<file path="config.mk">
export PLATFORM = sky130hd
export DESIGN_NAME = host_dma_activate_transport
export DESIGN_NICKNAME = d
export VERILOG_FILES = /design/src/hw/dword_frame_counter.v /design/src/hw/host_dma_activate_transport.v
export VERILOG_INCLUDE_DIRS = /design/src /design/src/hw
export SDC_FILE = /design/constraint.sdc
export NUM_CORES = 1
export LEC_CHECK = 0
export ABC_CLOCK_PERIOD_IN_PS = 3300
export BUFFER_PORTS_ARGS = -buffer_cell sky130_fd_sc_hd__buf_2
export CORE_AREA = 2 2 73 128
export DETAILED_ROUTE_END_ITERATION = 16
export DIE_AREA = 0 0 75 130
export PLACE_DENSITY = 0.86
export SYNTH_ARGS = -nofsm -noshare
export SYNTH_HDL_FRONTEND = slang
export SYNTH_SLANG_ARGS = --single-unit
</file>
<file path="constraint.sdc">
create_clock -name ref_clk_i -period 3.3 [get_ports ref_clk_i]
set_input_delay 0.33 -clock ref_clk_i [delete_from_list [all_inputs] [get_ports ref_clk_i]]
set_output_delay 0.33 -clock ref_clk_i [all_outputs]
set_load 0.05 [all_outputs]
</file>
<file path="src/hw/dma_act_consts.vh">
// constants for the dma activate transport sequencer
// assumes one 100 MHz clock and same-clock link, dma and app logic
// Functional notes
// - enter receive state on dma activate frame
// - resolve direction, no error goes outbound wait, or inbound if device to host
// - receive error: status to link, app; idle
// - illegal transition notice in receive, outbound active or inbound sends sequencer idle
// - outbound wait holds until controller initialised
// - outbound soft reset: sync escape, then idle
// - outbound active: enable dma, forward payload
// - 2048 dwords sent: close frame, end
// - abort primitive in outbound active: completion
// - transfer complete moves to completion state
// - completion waits controller done or a full frame, idle if clean
// - completion error: status to link, app; app only on abort
// - abort in completion: truncate, crc, end
// - inbound data trusted only after completion status
// - inbound: enable dma once initialised, write dwords to fifo
// - inbound persists; data held until dma ready
// - inbound soft reset or packet reset: sync
// - activate answered by outbound data frames, or inbound ones if device to host
`ifndef DMA_ACT_CONSTS_VH
`define DMA_ACT_CONSTS_VH

`define FRAME_DWORD_LIMIT 2048
`define FRAME_CNT_W 12
`define DWORD_W 32
`define STATE_W 6
`define ZERO_DWORD 32'h0000_0000

`endif

</file>
<file path="src/hw/dword_frame_counter.v">
// per-frame payload dword counter with limit flag
// assumes clear and count enables come from the same clock domain
`timescale 1ns/10ps
module dword_frame_counter #(
  parameter CNT_W = 12,
  parameter LIMIT = 2048
) (
  input wire ref_clk_i,
  input wire rst_n_i,
  input wire clear_i,
  input wire inc_i,
  output wire hit_o
);
  localparam [CNT_W-1:0] LIM = LIMIT[CNT_W-1:0];
  localparam [CNT_W-1:0] ONE = {{(CNT_W-1){1'b0}}, 1'b1};
  reg [CNT_W-1:0] cnt_ff;

  // clear wins over increment
  always @(posedge ref_clk_i or negedge rst_n_i) begin
    if (!rst_n_i) begin
      cnt_ff <= {CNT_W{1'b0}};
    end else if (clear_i) begin
      cnt_ff <= {CNT_W{1'b0}};
    end else if (inc_i) begin
      cnt_ff <= cnt_ff + ONE;
    end
  end

  assign hit_o = (cnt_ff == LIM);
endmodule

</file>
<file path="src/hw/host_dma_activate_transport.v">
// host transport sequencer for a received dma activate frame
// assumes link, dma controller and app logic share ref_clk_i
`timescale 1ns/10ps
`include "dma_act_consts.vh"
module host_dma_activate_transport #(
  parameter DW = `DWORD_W,
  parameter CNT_W = `FRAME_CNT_W,
  parameter FRAME_LIMIT = `FRAME_DWORD_LIMIT
) (
  input wire ref_clk_i,
  input wire resetn_i,
  // link: frame arrival and status
  input wire fis_rx_start_i,
  input wire fis_is_dma_act_i,
  input wire rx_status_valid_i,
  input wire rx_err_i,
  input wire dir_dev_to_host_i,
  input wire illegal_trans_i,
  input wire dma_abort_i,
  // link: outbound payload
  output wire [DW-1:0] tx_data_o,
  output wire tx_valid_o,
  input wire tx_ready_i,
  output wire tx_close_o,
  output wire tx_crc_end_o,
  output wire sync_escape_o,
  output wire link_status_o,
  // link: inbound payload
  input wire [DW-1:0] rx_data_i,
  input wire rx_valid_i,
  output wire rx_ready_o,
  // data fifo
  output wire [DW-1:0] fifo_wr_data_o,
  output wire fifo_wr_en_o,
  input wire fifo_full_i,
  // dma controller
  input wire dma_init_i,
  output wire dma_enable_o,
  input wire [DW-1:0] dma_rd_data_i,
  input wire dma_rd_valid_i,
  output wire dma_rd_ready_o,
  input wire dma_xfer_done_i,
  input wire dma_idle_i,
  input wire dma_err_i,
  // application
  input wire srst_i,
  input wire dev_reset_cmd_i,
  input wire packet_dev_i,
  input wire cmd_status_i,
  output wire app_status_o,
  output wire rx_data_trusted_o,
  output wire [`STATE_W-1:0] state_o
);
  // one-hot sequencer states
  localparam [`STATE_W-1:0] ST_IDLE = 6'h01;
  localparam [`STATE_W-1:0] ST_RECV = 6'h02;
  localparam [`STATE_W-1:0] ST_OWAIT = 6'h04;
  localparam [`STATE_W-1:0] ST_OACT = 6'h08;
  localparam [`STATE_W-1:0] ST_END = 6'h10;
  localparam [`STATE_W-1:0] ST_ITRANS = 6'h20;

  // reset release through two flops
  reg rst_meta_ff;
  reg rst_n_ff;
  always @(posedge ref_clk_i or negedge resetn_i) begin
    if (!resetn_i) begin
      rst_meta_ff <= 1'b0;
      rst_n_ff <= 1'b0;
    end else begin
      rst_meta_ff <= 1'b1;
      rst_n_ff <= rst_meta_ff;
    end
  end

  // sequencer state and one-cycle pulse registers
  reg [`STATE_W-1:0] state_ff;
  reg [`STATE_W-1:0] nxt_state;
  // outbound payload stage
  reg [DW-1:0] tx_data_ff;
  reg tx_valid_ff;
  reg tx_close_ff;
  reg nxt_tx_close;
  reg tx_crc_end_ff;
  reg nxt_tx_crc_end;
  reg sync_ff;
  reg nxt_sync;
  reg link_status_ff;
  reg nxt_link_status;
  reg app_status_ff;
  reg nxt_app_status;
  // fifo stage and trust tracking
  reg [DW-1:0] fifo_data_ff;
  reg fifo_wr_ff;
  reg inbound_seen_ff;
  reg trusted_ff;
  reg limit_ff;
  reg nxt_limit;

  // state decodes and handshakes
  wire frame_hit;
  wire in_idle = (state_ff == ST_IDLE);
  wire in_oact = (state_ff == ST_OACT);
  wire in_itrans = (state_ff == ST_ITRANS);
  wire soft_rst = srst_i | dev_reset_cmd_i;
  wire in_soft_rst = srst_i | (dev_reset_cmd_i & packet_dev_i);
  wire tx_take = tx_valid_ff & tx_ready_i;
  // staged dword is gone or leaves this cycle
  wire stage_free = ~tx_valid_ff | tx_ready_i;
  // any reason to stop pulling payload from the dma controller
  wire load_stop = frame_hit | dma_xfer_done_i | illegal_trans_i | soft_rst | dma_abort_i;
  wire load_ok = in_oact & ~load_stop;
  wire dma_take = dma_rd_valid_i & dma_rd_ready_o;
  wire enter_oact = (state_ff == ST_OWAIT) & (nxt_state == ST_OACT);
  // frame full and its last dword handed to the link
  wire frame_end = frame_hit & stage_free;

  // dwords pulled for the current frame
  // counting loads, not link takes, keeps the staged dword inside the limit
  dword_frame_counter #(
    .CNT_W(CNT_W),
    .LIMIT(FRAME_LIMIT)
  ) u_frame_cnt (
    .ref_clk_i(ref_clk_i),
    .rst_n_i(rst_n_ff),
    .clear_i(enter_oact),
    .inc_i(dma_take),
    .hit_o(frame_hit)
  );

  // next state and one-cycle link/app pulses
  always @* begin
    // pulses default low, state holds
    nxt_state = state_ff;
    nxt_tx_close = 1'b0;
    nxt_tx_crc_end = 1'b0;
    nxt_sync = 1'b0;
    nxt_link_status = 1'b0;
    nxt_app_status = 1'b0;
    nxt_limit = limit_ff;
    case (state_ff)
      // wait for an activate frame
      ST_IDLE: begin
        if (fis_rx_start_i & fis_is_dma_act_i) begin
          nxt_state = ST_RECV;
        end
      end
      // resolve direction once status is posted
      ST_RECV: begin
        if (illegal_trans_i) begin
          nxt_state = ST_IDLE;
        end else if (rx_status_valid_i & rx_err_i) begin
          nxt_link_status = 1'b1;
          nxt_app_status = 1'b1;
          nxt_state = ST_IDLE;
        end else if (rx_status_valid_i & dir_dev_to_host_i) begin
          nxt_state = ST_ITRANS;
        end else if (rx_status_valid_i) begin
          nxt_state = ST_OWAIT;
        end
      end
      // outbound: wait for controller setup
      ST_OWAIT: begin
        if (soft_rst) begin
          nxt_sync = 1'b1;
          nxt_state = ST_IDLE;
        end else if (dma_init_i) begin
          nxt_state = ST_OACT;
          nxt_limit = 1'b0;
        end
      end
      // outbound: stream payload to the link
      ST_OACT: begin
        if (illegal_trans_i) begin
          nxt_state = ST_IDLE;
        end else if (soft_rst) begin
          nxt_sync = 1'b1;
          nxt_state = ST_IDLE;
        end else if (dma_abort_i) begin
          nxt_state = ST_END;
        end else if (dma_xfer_done_i & ~tx_valid_ff) begin
          nxt_tx_close = 1'b1;
          nxt_state = ST_END;
        end else if (frame_end) begin
          nxt_tx_close = 1'b1;
          nxt_limit = 1'b1;
          nxt_state = ST_END;
        end
      end
      // wait for the controller to finish
      ST_END: begin
        if (dma_abort_i) begin
          nxt_tx_crc_end = 1'b1;
          nxt_app_status = dma_err_i;
          nxt_state = ST_IDLE;
          // a full frame counts as finished without the idle flag
        end else if (dma_idle_i | limit_ff) begin
          nxt_link_status = dma_err_i;
          nxt_app_status = dma_err_i;
          nxt_state = ST_IDLE;
        end
      end
      // inbound: dwords into the data fifo
      ST_ITRANS: begin
        if (illegal_trans_i) begin
          nxt_state = ST_IDLE;
        end else if (in_soft_rst) begin
          nxt_sync = 1'b1;
          nxt_state = ST_IDLE;
        end else if (dma_xfer_done_i) begin
          nxt_state = ST_END;
        end
      end
      default: begin
        nxt_state = ST_IDLE;
      end
    endcase
  end

  // state and pulse registers
  always @(posedge ref_clk_i or negedge rst_n_ff) begin
    if (!rst_n_ff) begin
      state_ff <= ST_IDLE;
      tx_close_ff <= 1'b0;
      tx_crc_end_ff <= 1'b0;
      sync_ff <= 1'b0;
      link_status_ff <= 1'b0;
      app_status_ff <= 1'b0;
      limit_ff <= 1'b0;
    end else begin
      state_ff <= nxt_state;
      tx_close_ff <= nxt_tx_close;
      tx_crc_end_ff <= nxt_tx_crc_end;
      sync_ff <= nxt_sync;
      link_status_ff <= nxt_link_status;
      app_status_ff <= nxt_app_status;
      limit_ff <= nxt_limit;
    end
  end

  // outbound payload stage between dma controller and link
  always @(posedge ref_clk_i or negedge rst_n_ff) begin
    if (!rst_n_ff) begin
      tx_data_ff <= `ZERO_DWORD;
      tx_valid_ff <= 1'b0;
    end else if (!in_oact || nxt_state != ST_OACT) begin
      tx_valid_ff <= 1'b0;
    end else if (dma_take) begin
      tx_data_ff <= dma_rd_data_i;
      tx_valid_ff <= 1'b1;
    end else if (tx_take) begin
      tx_valid_ff <= 1'b0;
    end
  end

  // inbound dwords into the data fifo
  always @(posedge ref_clk_i or negedge rst_n_ff) begin
    if (!rst_n_ff) begin
      fifo_data_ff <= `ZERO_DWORD;
      fifo_wr_ff <= 1'b0;
    end else begin
      fifo_wr_ff <= rx_valid_i & rx_ready_o;
      if (rx_valid_i & rx_ready_o) begin
        fifo_data_ff <= rx_data_i;
      end
    end
  end

  // inbound data stays provisional until completion status returns
  always @(posedge ref_clk_i or negedge rst_n_ff) begin
    if (!rst_n_ff) begin
      inbound_seen_ff <= 1'b0;
      trusted_ff <= 1'b0;
    end else if (in_itrans) begin
      inbound_seen_ff <= 1'b1;
      trusted_ff <= 1'b0;
    end else if (inbound_seen_ff & cmd_status_i & in_idle) begin
      inbound_seen_ff <= 1'b0;
      trusted_ff <= 1'b1;
    end else if (fis_rx_start_i) begin
      trusted_ff <= 1'b0;
    end
  end

  // dma enabled only in active transfer states
  assign dma_enable_o = in_oact | (in_itrans & dma_init_i);
  assign dma_rd_ready_o = load_ok & stage_free;
  // hold inbound data while the fifo is full or dma not programmed
  // and pause one cycle after each dword taken
  assign rx_ready_o = in_itrans & dma_init_i & ~fifo_full_i & ~fifo_wr_ff;

  // outbound link outputs straight from their registers
  assign tx_data_o = tx_data_ff;
  assign tx_valid_o = tx_valid_ff;
  assign tx_close_o = tx_close_ff;
  assign tx_crc_end_o = tx_crc_end_ff;
  assign sync_escape_o = sync_ff;
  assign link_status_o = link_status_ff;

  // fifo write port
  assign fifo_wr_data_o = fifo_data_ff;
  assign fifo_wr_en_o = fifo_wr_ff;

  // application side
  assign app_status_o = app_status_ff;
  assign rx_data_trusted_o = trusted_ff;
  assign state_o = state_ff;
endmodule

</file>
Word-level counts from Yosys, hierarchy flattened. Cells that the tools add are included.

Div/mod/pow operators: 0. $lt $le $gt $ge: 0. Muxes and demuxes: 56. Add/sub/neg operators: 1. Equal/unequal tests: 16. Multipliers: 0. Reductions and logical operators: 9. Shift-type cells: 0. Bitwise operators: 31.

Operator list (count): 2-to-1 mux 6 bit (17); one-hot mux 6 bit (6 select lines) (1); 2-to-1 mux 1 bit (32); 2-to-1 mux 12 bit (2); AND 1 bit (17); adder 12 x 1 -> 12 bit, second input constant (1); equality test 12 bit, second input constant (1); equality test 6 x 4 -> 1 bit, second input constant (2); inequality test 2 bit, second input constant (6); bitwise OR 1 bit (9); AND reduction 8 bit (1); equality test 6 x 1 -> 1 bit, second input constant (1); equality test 6 x 2 -> 1 bit, second input constant (1); equality test 6 x 3 -> 1 bit, second input constant (1); equality test 6 x 5 -> 1 bit, second input constant (1); equality test 6 bit, second input constant (1); inequality test 6 x 4 -> 1 bit, second input constant (1); one-hot mux 1 bit (2 select lines) (3); nonzero test 2 bit (3); nonzero test 3 bit (2); inverter 1 bit (5); one-hot mux 1 bit (3 select lines) (1); inequality test 2 x 1 -> 1 bit, second input constant (1); AND reduction 2 bit (1); 2 further kinds (2).

Bits in registers: 94. Memory bits (read-only): 0. Input port bits: 85. Bits in writable memories: 0. Output and inout port bits: 81. Memories kept: 0. Word-level logic and storage cells: 129. Bits in latches: 0.

Logic depth before layout (Yosys ltp). Gate-level depths: netlist of the first run.

Depth after elaboration: 13. Depth in mapped cells: 8. Depth with buffers taken out: 7.

Modules after synthesis. From an unflattened synthesis of the first run, not the netlist that was laid out.

Cells, all modules: 313. Area, all modules: 4149.0 µm².

Modules (own cells, without submodules): host_dma_activate_transport (cells an instance 249, times used 1, seq. area each 2053.2 µm², area an instance 3513.4 µm²); dword_frame_counter (cells an instance 64, times used 1, seq. area each 300.3 µm², area an instance 635.6 µm²).

Worst setup path after synthesis of the first run. Ideal clock, no wire load.

Path kind: register to output. Start: reg state_ff[3], in the netlist state_o[3]. End: out rx_ready_o. Arrival time: 2.762 ns. Setup slack: 0.208 ns. Path buffers: 0. Required time: 2.970 ns. Stages on the path, launching flop included: 5. Cells stage by stage: dfrtp_1 > or4_4 > nor3b_4 > nand2_1 > nor3_1.

Longest elaborated chain between the ends: 4.

Ends and longest elaborated chain: from (decl) (line host_dma_activate_transport.v:76) `` reg [`STATE_W-1:0] state_ff; ``; from (signal assigned) (line host_dma_activate_transport.v:230) `state_ff <= nxt_state;`; equality test 6 bit (line host_dma_activate_transport.v:103) `wire in_itrans = (state_ff == ST_ITRANS);`; AND 1 bit (3 in a row) (line host_dma_activate_transport.v:289) `assign rx_ready_o = in_itrans & dma_init_i & ~fifo_full_i & ~fifo_wr_ff;`; to (decl) (line host_dma_activate_transport.v:31) `output wire rx_ready_o,`.

No other way between the ends.

Worst setup path in the final report of the first run.
Start: reg state_ff[2], in the netlist state_o[2]. End: out rx_ready_o.

The elaborated chain is that of the path after synthesis.

==> results of run 1 <==
-- final timing paths --
kind                                             end  slack (ns)  cells after the start
min reg2reg                       rst_n_ff$_DFF_PN0_        0.35                      0
max reg2reg                 tx_data_o[4]$_DFFE_PN0P_        0.78                      7
max                                       rx_ready_o        0.62                      6
min                        tx_data_o[31]$_DFFE_PN0P_        0.20                      2
max in group asynchronous       state_o[0]$_DFF_PN1_        2.16                      1
min in group asynchronous         rst_n_ff$_DFF_PN0_        0.31                      2
-- cell usage after synthesis (2+ instances only) --
cell	number
and4_1	2
buf_4	2
nand4_1	6
or3_1	3
and3_1	2
o31ai_1	3
clkbuf_8	3
or2_2	3
nand3_1	8
nand4_4	3
nor4_1	4
a21oi_1	14
nor4b_1	2
and2_1	3
a21o_1	2
nor2b_1	2
clkbuf_1	3
nand2_1	16
dfrtp_1	93
or3_2	4
nor3_1	6
o22ai_1	3
nor2_1	17
inv_1	12
o21ai_0	10
mux2_2	62
ha_1	2
or4_1	3
-- kinds of logic after synthesis --
family	share of synthesized area (%)
mux	17.6
flops	56.4
other cells	0.0898
xor+xnor	0.419
simple gates	15.3
fa+ha+maj	0.599
buf+inv	2.97
compound gates	6.68
-- power by group through the flow --
stage                     Clock (mW)  Combinational, mW  Sequential [mW]
after floorplan                    0             0.0831             1.29
after global placement             0              0.244             1.23
after detailed placement           0              0.249             1.23
after CTS                       1.04              0.251             1.21
after global routing            1.09              0.273             1.21
final                           1.02              0.250             1.21
-- area by class of cell --
class	count	area (um2)
Clock inverter	5	58.8
Inverter	12	45.0
Tap cell	120	150
Clock buffer	11	233
Timing Repair Buffer	170	866
Sequential cell	94	2360
Fill cell	734	3400
Multi-Input combinational cell	210	1700
-- state kept, by name, summed over array words and instances (netlist names) --
signal,cells
fifo_wr_data_o,32
tx_data_o,32
u_frame_cnt.cnt_ff,12
state_o,6
app_status_o,1
fifo_wr_en_o,1
inbound_seen_ff,1
limit_ff,1
link_status_o,1
rst_meta_ff,1
rst_n_ff,1
rx_data_trusted_o,1
sync_escape_o,1
tx_close_o,1
tx_crc_end_o,1
tx_valid_o,1
-- per-layer routing --
metal | vias to the layer above | track usage (%)
met5 | - | 0
met4 | 0 | 10.7
met3 | 33 | 6.49
met2 | 142 | 37.3
met1 | 1628 | 24.2
li1 | 1530 | -
-- through the flow --
step / utilization, % / setup WS [ns] / power (mW)
6_report: 61.4 / 0.623 / 2.47
5_1_grt: 61.4 / 0.491 / 2.58
2_1_floorplan: - / 0.208 / 1.37
3_3_place_gp: 58.0 / 0.895 / 1.47
3_5_place_dp: 58.0 / 0.824 / 1.48
4_1_cts: 61.4 / 0.598 / 2.50
-- critical path: cells and delay by family, from the launching register on --
family                 cells  cell delay, ns
and+or+nand+nor            4            1.05
buffers and inverters      2            0.51
DFF                        1            0.44
-- repair_timing --
item                      in CTS  in global routing
hold endpoints to repair       2                  0
hold buffers                   1                  0
buffers inserted               0                  0
==> results.sh, run 1 <==
export IMPL_p_per_area_nw_per_um2=457
export IMPL_holdCritPathClass="input port to flip-flop"
export IMPL_finalNonFillerCells=622
export IMPL_worstReg2RegStart="u_frame_cnt.cnt_ff[0]$_DFFE_PN0P_"
export IMPL_path_class="flip-flop to output port"
export IMPL_wl_met1_um=3670
export IMPL_finalSetupViolations=0
export IMPL_numCtsBuffers=9
export IMPL_final_cell_mix="buf_2, dfrtp_1, mux2_2"
export IMPL_die_w_um=75
export IMPL_hold_violations=0
export IMPL_crit_path_start_kind="flip-flop"
export IMPL_route_detailed_drc=0
export IMPL_switching_share_pct=24.8
export IMPL_cts_resized=0
export IMPL_overflow=0
export IMPL_power_switching_mw=0.615
export IMPL_crit_arrival_ns=2.35
export IMPL_initial_core_util_pct=47.4
export IMPL_ant_nets=0
export IMPL_ir_drop_uv=316
export IMPL_cts_buffer_depth=2
export IMPL_yosys_area_top_type_share_pct=55.7
export IMPL_fin_worst_skew_ns=0.00655
export IMPL_rsz0062_at_grt="false"
export IMPL_status="finished, final reports clean"
export IMPL_max_cap_violations=0
export IMPL_cts_clk_slew_worst_paths_ns=0.06
export IMPL_post_drt_via_cell_ratio=5.36
export IMPL_placed_cells_incl_taps=605
export IMPL_min_from="dma_rd_data_i[31]"
export IMPL_ys_ff_latch=94
export IMPL_syn_area_per_cell_um2=12.9
export IMPL_dr_pass1_iters=5
export IMPL_area_delta_synth_final_pct=29.5
export IMPL_cts_root_buf="clkbuf_16"
export IMPL_grt_max_degree=49
export IMPL_syn_num_nets=412
export IMPL_p_clk_share_pct=41.1
export IMPL_dr_total_vias=3333
export IMPL_synth_edf_count=0
export IMPL_crit_path_end_kind="output port"
export IMPL_drtIter0Drc=150
export IMPL_ys_warn_count=0
export IMPL_worstPathCellList="or4_4, nor3b_4, buf_4, nand2_1, nor3_1, buf_2"
export IMPL_slew_headroom_pct=39.6
export IMPL_final_common_cell="buf_2"
export IMPL_top_layer="met4"
export IMPL_tightest_slew_ns=0.903
export IMPL_setup_tns_ns=0
export IMPL_n_antenna_cell=0
export IMPL_cts_sinks=94
export IMPL_ys_flop_type="dfrtp_1"
export IMPL_synth_area_leaders="dfrtp_1, mux2_2, a21oi_1"
export IMPL_io_pin_count=166
export IMPL_placementRows=46
export IMPL_seqPwrFrac_pct=48.8
export IMPL_critPathSlowestCell="or4_4"
export IMPL_io_buffers=165
export IMPL_p_leak_nw=2.99
export IMPL_drt_wl_total_um=10100
export IMPL_grt_pass1_vias=3453
export IMPL_final_nets=584
export IMPL_crit_fanout=9
export IMPL_seq_area_frac_synth_pct=56.4
export IMPL_hold_ws_ns=0.205
export IMPL_cts_tree="yes"
export IMPL_drv_slew=0
export IMPL_grtUsageTotal_pct=21.9
export IMPL_place_congestion=0.895
export IMPL_cts_htree_levels=3
export IMPL_netlist_instances=325
export IMPL_grt_first_pass_wirelength_um=16100
export IMPL_dpl_cell_area_um2=5110
export IMPL_core_region_area_um2=8810
export IMPL_fin_area_um2=5410
export IMPL_wl_met3_um=690
export IMPL_period_needed_ns=2.68
export IMPL_die_h_um=130
export IMPL_power_frac_comb_pct=10.1
export IMPL_critPathLaunch="state_o[2]$_DFF_PN0_"
export IMPL_synth_distinct_cells=60
export IMPL_clock_latency_ns=0.34
export IMPL_drive_gt1_share_pct=53.2
export IMPL_synth_top_area_cell="dfrtp_1"
export IMPL_p_int_mw=1.86
export IMPL_async_flop_share_pct=100
export IMPL_period_share_pct=81.1
export IMPL_dr_wl_met2_um=5400
export IMPL_die_area_um2=9750
export IMPL_crit_path_max_incr_delay_ns=0.56
export IMPL_hpwl_um=7720
export IMPL_syn_cell_area_um2=4180
export IMPL_wl_per_cell_um=16.3
export IMPL_antenna_found_initial=0
export IMPL_critical_path_required_ns=2.97
export IMPL_max_freq_mhz=373
No activity file was read; power rests on OpenSTA's default activity.
==> run 2: changes to the inputs <==
--- a/config.mk
+++ b/config.mk
@@ -6,7 +6,7 @@
 export SDC_FILE = /design/constraint.sdc
 export NUM_CORES = 1
 export LEC_CHECK = 0
-export ABC_CLOCK_PERIOD_IN_PS = 3300
+export ABC_CLOCK_PERIOD_IN_PS = 2500
 export BUFFER_PORTS_ARGS = -buffer_cell sky130_fd_sc_hd__buf_2
 export CORE_AREA = 2 2 73 128
 export DETAILED_ROUTE_END_ITERATION = 16
==> constraint.sdc (replaced) <==
create_clock -name ref_clk_i -period 2.5 [get_ports ref_clk_i]
set_input_delay 0.25 -clock ref_clk_i [delete_from_list [all_inputs] [get_ports ref_clk_i]]
set_output_delay 0.25 -clock ref_clk_i [all_outputs]
set_load 0.05 [all_outputs]
==> results.sh, run 2 (synthesized netlist as in run 1, its figures left out) <==
export IMPL_tightest_slew_ns=0.753
export IMPL_dr_total_vias=3372
export IMPL_ir_drop_uv=546
export IMPL_crit_path_end_kind="output port"
export IMPL_critPathLaunch="u_frame_cnt.cnt_ff[0]$_DFFE_PN0P_"
export IMPL_final_util_pct=62.0
export IMPL_cts_htree_levels=3
export IMPL_cp_top_family="simple AND/OR/NAND/NOR gates"
export IMPL_area_delta_synth_final_pct=30.8
export IMPL_cts_tree="yes"
export IMPL_place_ws_ns=0.257
export IMPL_final_common_cell="buf_2"
export IMPL_setup_slack_ns=0.103
export IMPL_post_drt_via_cell_ratio=5.39
export IMPL_drtIter0Drc=340
export IMPL_core_region_area_um2=8810
export IMPL_max_cap_violations=0
export IMPL_io_pin_count=166
export IMPL_p_per_area_nw_per_um2=585
export IMPL_grt_pass1_vias=3505
export IMPL_wl_per_cell_um=16.1
export IMPL_setup_tns_ns=0
export IMPL_period_needed_ns=2.40
export IMPL_ant_nets=0
export IMPL_route_detailed_drc=0
export IMPL_worstRegToRegCells=5
export IMPL_cts_clk_slew_worst_paths_ns=0.06
export IMPL_die_area_um2=9750
export IMPL_post_cts_repair_setup_buffers=0
export IMPL_grt_first_pass_wirelength_um=16300
export IMPL_slew_headroom_pct=49.8
export IMPL_crit_buf_inv=3
export IMPL_critical_path_required_ns=2.25
export IMPL_crit_path_start_kind="flip-flop"
export IMPL_path_common_cell="inv_1"
export IMPL_numCtsBuffers=9
export IMPL_max_freq_mhz=417
export IMPL_overflow=0
export IMPL_initial_core_util_pct=47.4
export IMPL_rsz0062_at_grt="false"
export IMPL_n_fill_cell=709
export IMPL_dr_pass1_iters=4
export IMPL_final_nets=588
export IMPL_drive_gt1_share_pct=54.0
export IMPL_cts_sinks=94
export IMPL_cts_buffer_depth=2
export IMPL_placementRows=46
export IMPL_hold_depth=2
export IMPL_n_antenna_cell=0
export IMPL_final_cell_mix="buf_2, dfrtp_1, mux2_2"
export IMPL_antenna_found_initial=0
export IMPL_place_congestion=0.910
export IMPL_crit_path_max_incr_delay_ns=0.42
export IMPL_grtUsageTotal_pct=21.8
export IMPL_hold_violations=0
export IMPL_critPathSlowestCell="nor4bb_1"
export IMPL_status="finished, final reports clean"
export IMPL_drv_slew=0
export IMPL_finalSetupViolations=0
export IMPL_crit_cells=7
export IMPL_min_from="dma_rd_data_i[31]"
export IMPL_crit_fanout=5
export IMPL_worstPathCellList="inv_1, ha_1, nor4bb_1, nand3_1, nand3_2, inv_1, buf_2"
export IMPL_hpwl_um=7800
export IMPL_crit_arrival_ns=2.15
export IMPL_die_h_um=130
export IMPL_path_class="flip-flop to output port"
export IMPL_fin_worst_skew_ns=0.00658
export IMPL_clock_latency_ns=0.34
export IMPL_worstReg2RegStart="state_o[2]$_DFF_PN0_"
export IMPL_die_w_um=75
export IMPL_holdCritPathClass="input port to flip-flop"
export IMPL_io_buffers=165
export IMPL_cts_root_buf="clkbuf_16"
export IMPL_grt_max_degree=59
export IMPL_hold_ws_ns=0.118
export IMPL_p_leak_nw=3.02
export IMPL_drt_wl_total_um=10100
export IMPL_period_share_pct=95.9
## run 2: area by class of cell
class / instances / area (um2) / share of cell area, %
inverters: 12 / 45.0 / 0.824
repair buffers: 174 / 927 / 17.0
well taps: 120 / 150 / 2.75
clock inverters: 6 / 46.3 / 0.847
clock buffers: 10 / 229 / 4.19
multi-input cells: 210 / 1710 / 31.3
flip-flops and latches: 94 / 2360 / 43.1
## run 2: metrics by stage
| step | total power, mW | instances | area (um2) |
|---|---|---|---|
| 2_1_floorplan | 1.81 | 325 | 4180 |
| 3_3_place_gp | 1.94 | 609 | 5170 |
| 3_5_place_dp | 1.95 | 609 | 5170 |
| 4_1_cts | 3.22 | 626 | 5460 |
| 5_1_grt | 3.32 | 626 | 5460 |
| 6_report | 3.19 | 626 | 5460 |
## run 2: final timing paths
check / end / slack (ns)
max reg2reg: tx_data_o[31]$_DFFE_PN0P_ / 0.27
min reg2reg: rst_n_ff$_DFF_PN0_ / 0.36
max in group asynchronous: fifo_wr_data_o[22]$_DFFE_PN0P_ / 1.47
min: tx_data_o[31]$_DFFE_PN0P_ / 0.12
min in group asynchronous: rst_n_ff$_DFF_PN0_ / 0.22
max: dma_rd_ready_o / 0.10
## run 2: timing repair
action                     in CTS  in global routing
hold buffers                    1                  0
pin swaps                       0                  1
setup endpoints to repair       1                  2
hold endpoints to repair        2                  0
gates resized for setup         1                  2
## run 2: power breakdown
part / switching, mW / internal (mW)
Clock: 0.587 / 0.683
Combinational: 0.201 / 0.128
Sequential: 0.0442 / 1.55
## run 2: per-layer routing
metal  up-vias  global-route usage [%]  part of all wire (%)
met5         -                       0                     0
met1      1638                    24.7                    35
li1       1540                       -                     -
met3        34                    5.87                   6.7
met4         0                    11.2                   3.6
met2       160                    36.6                    55
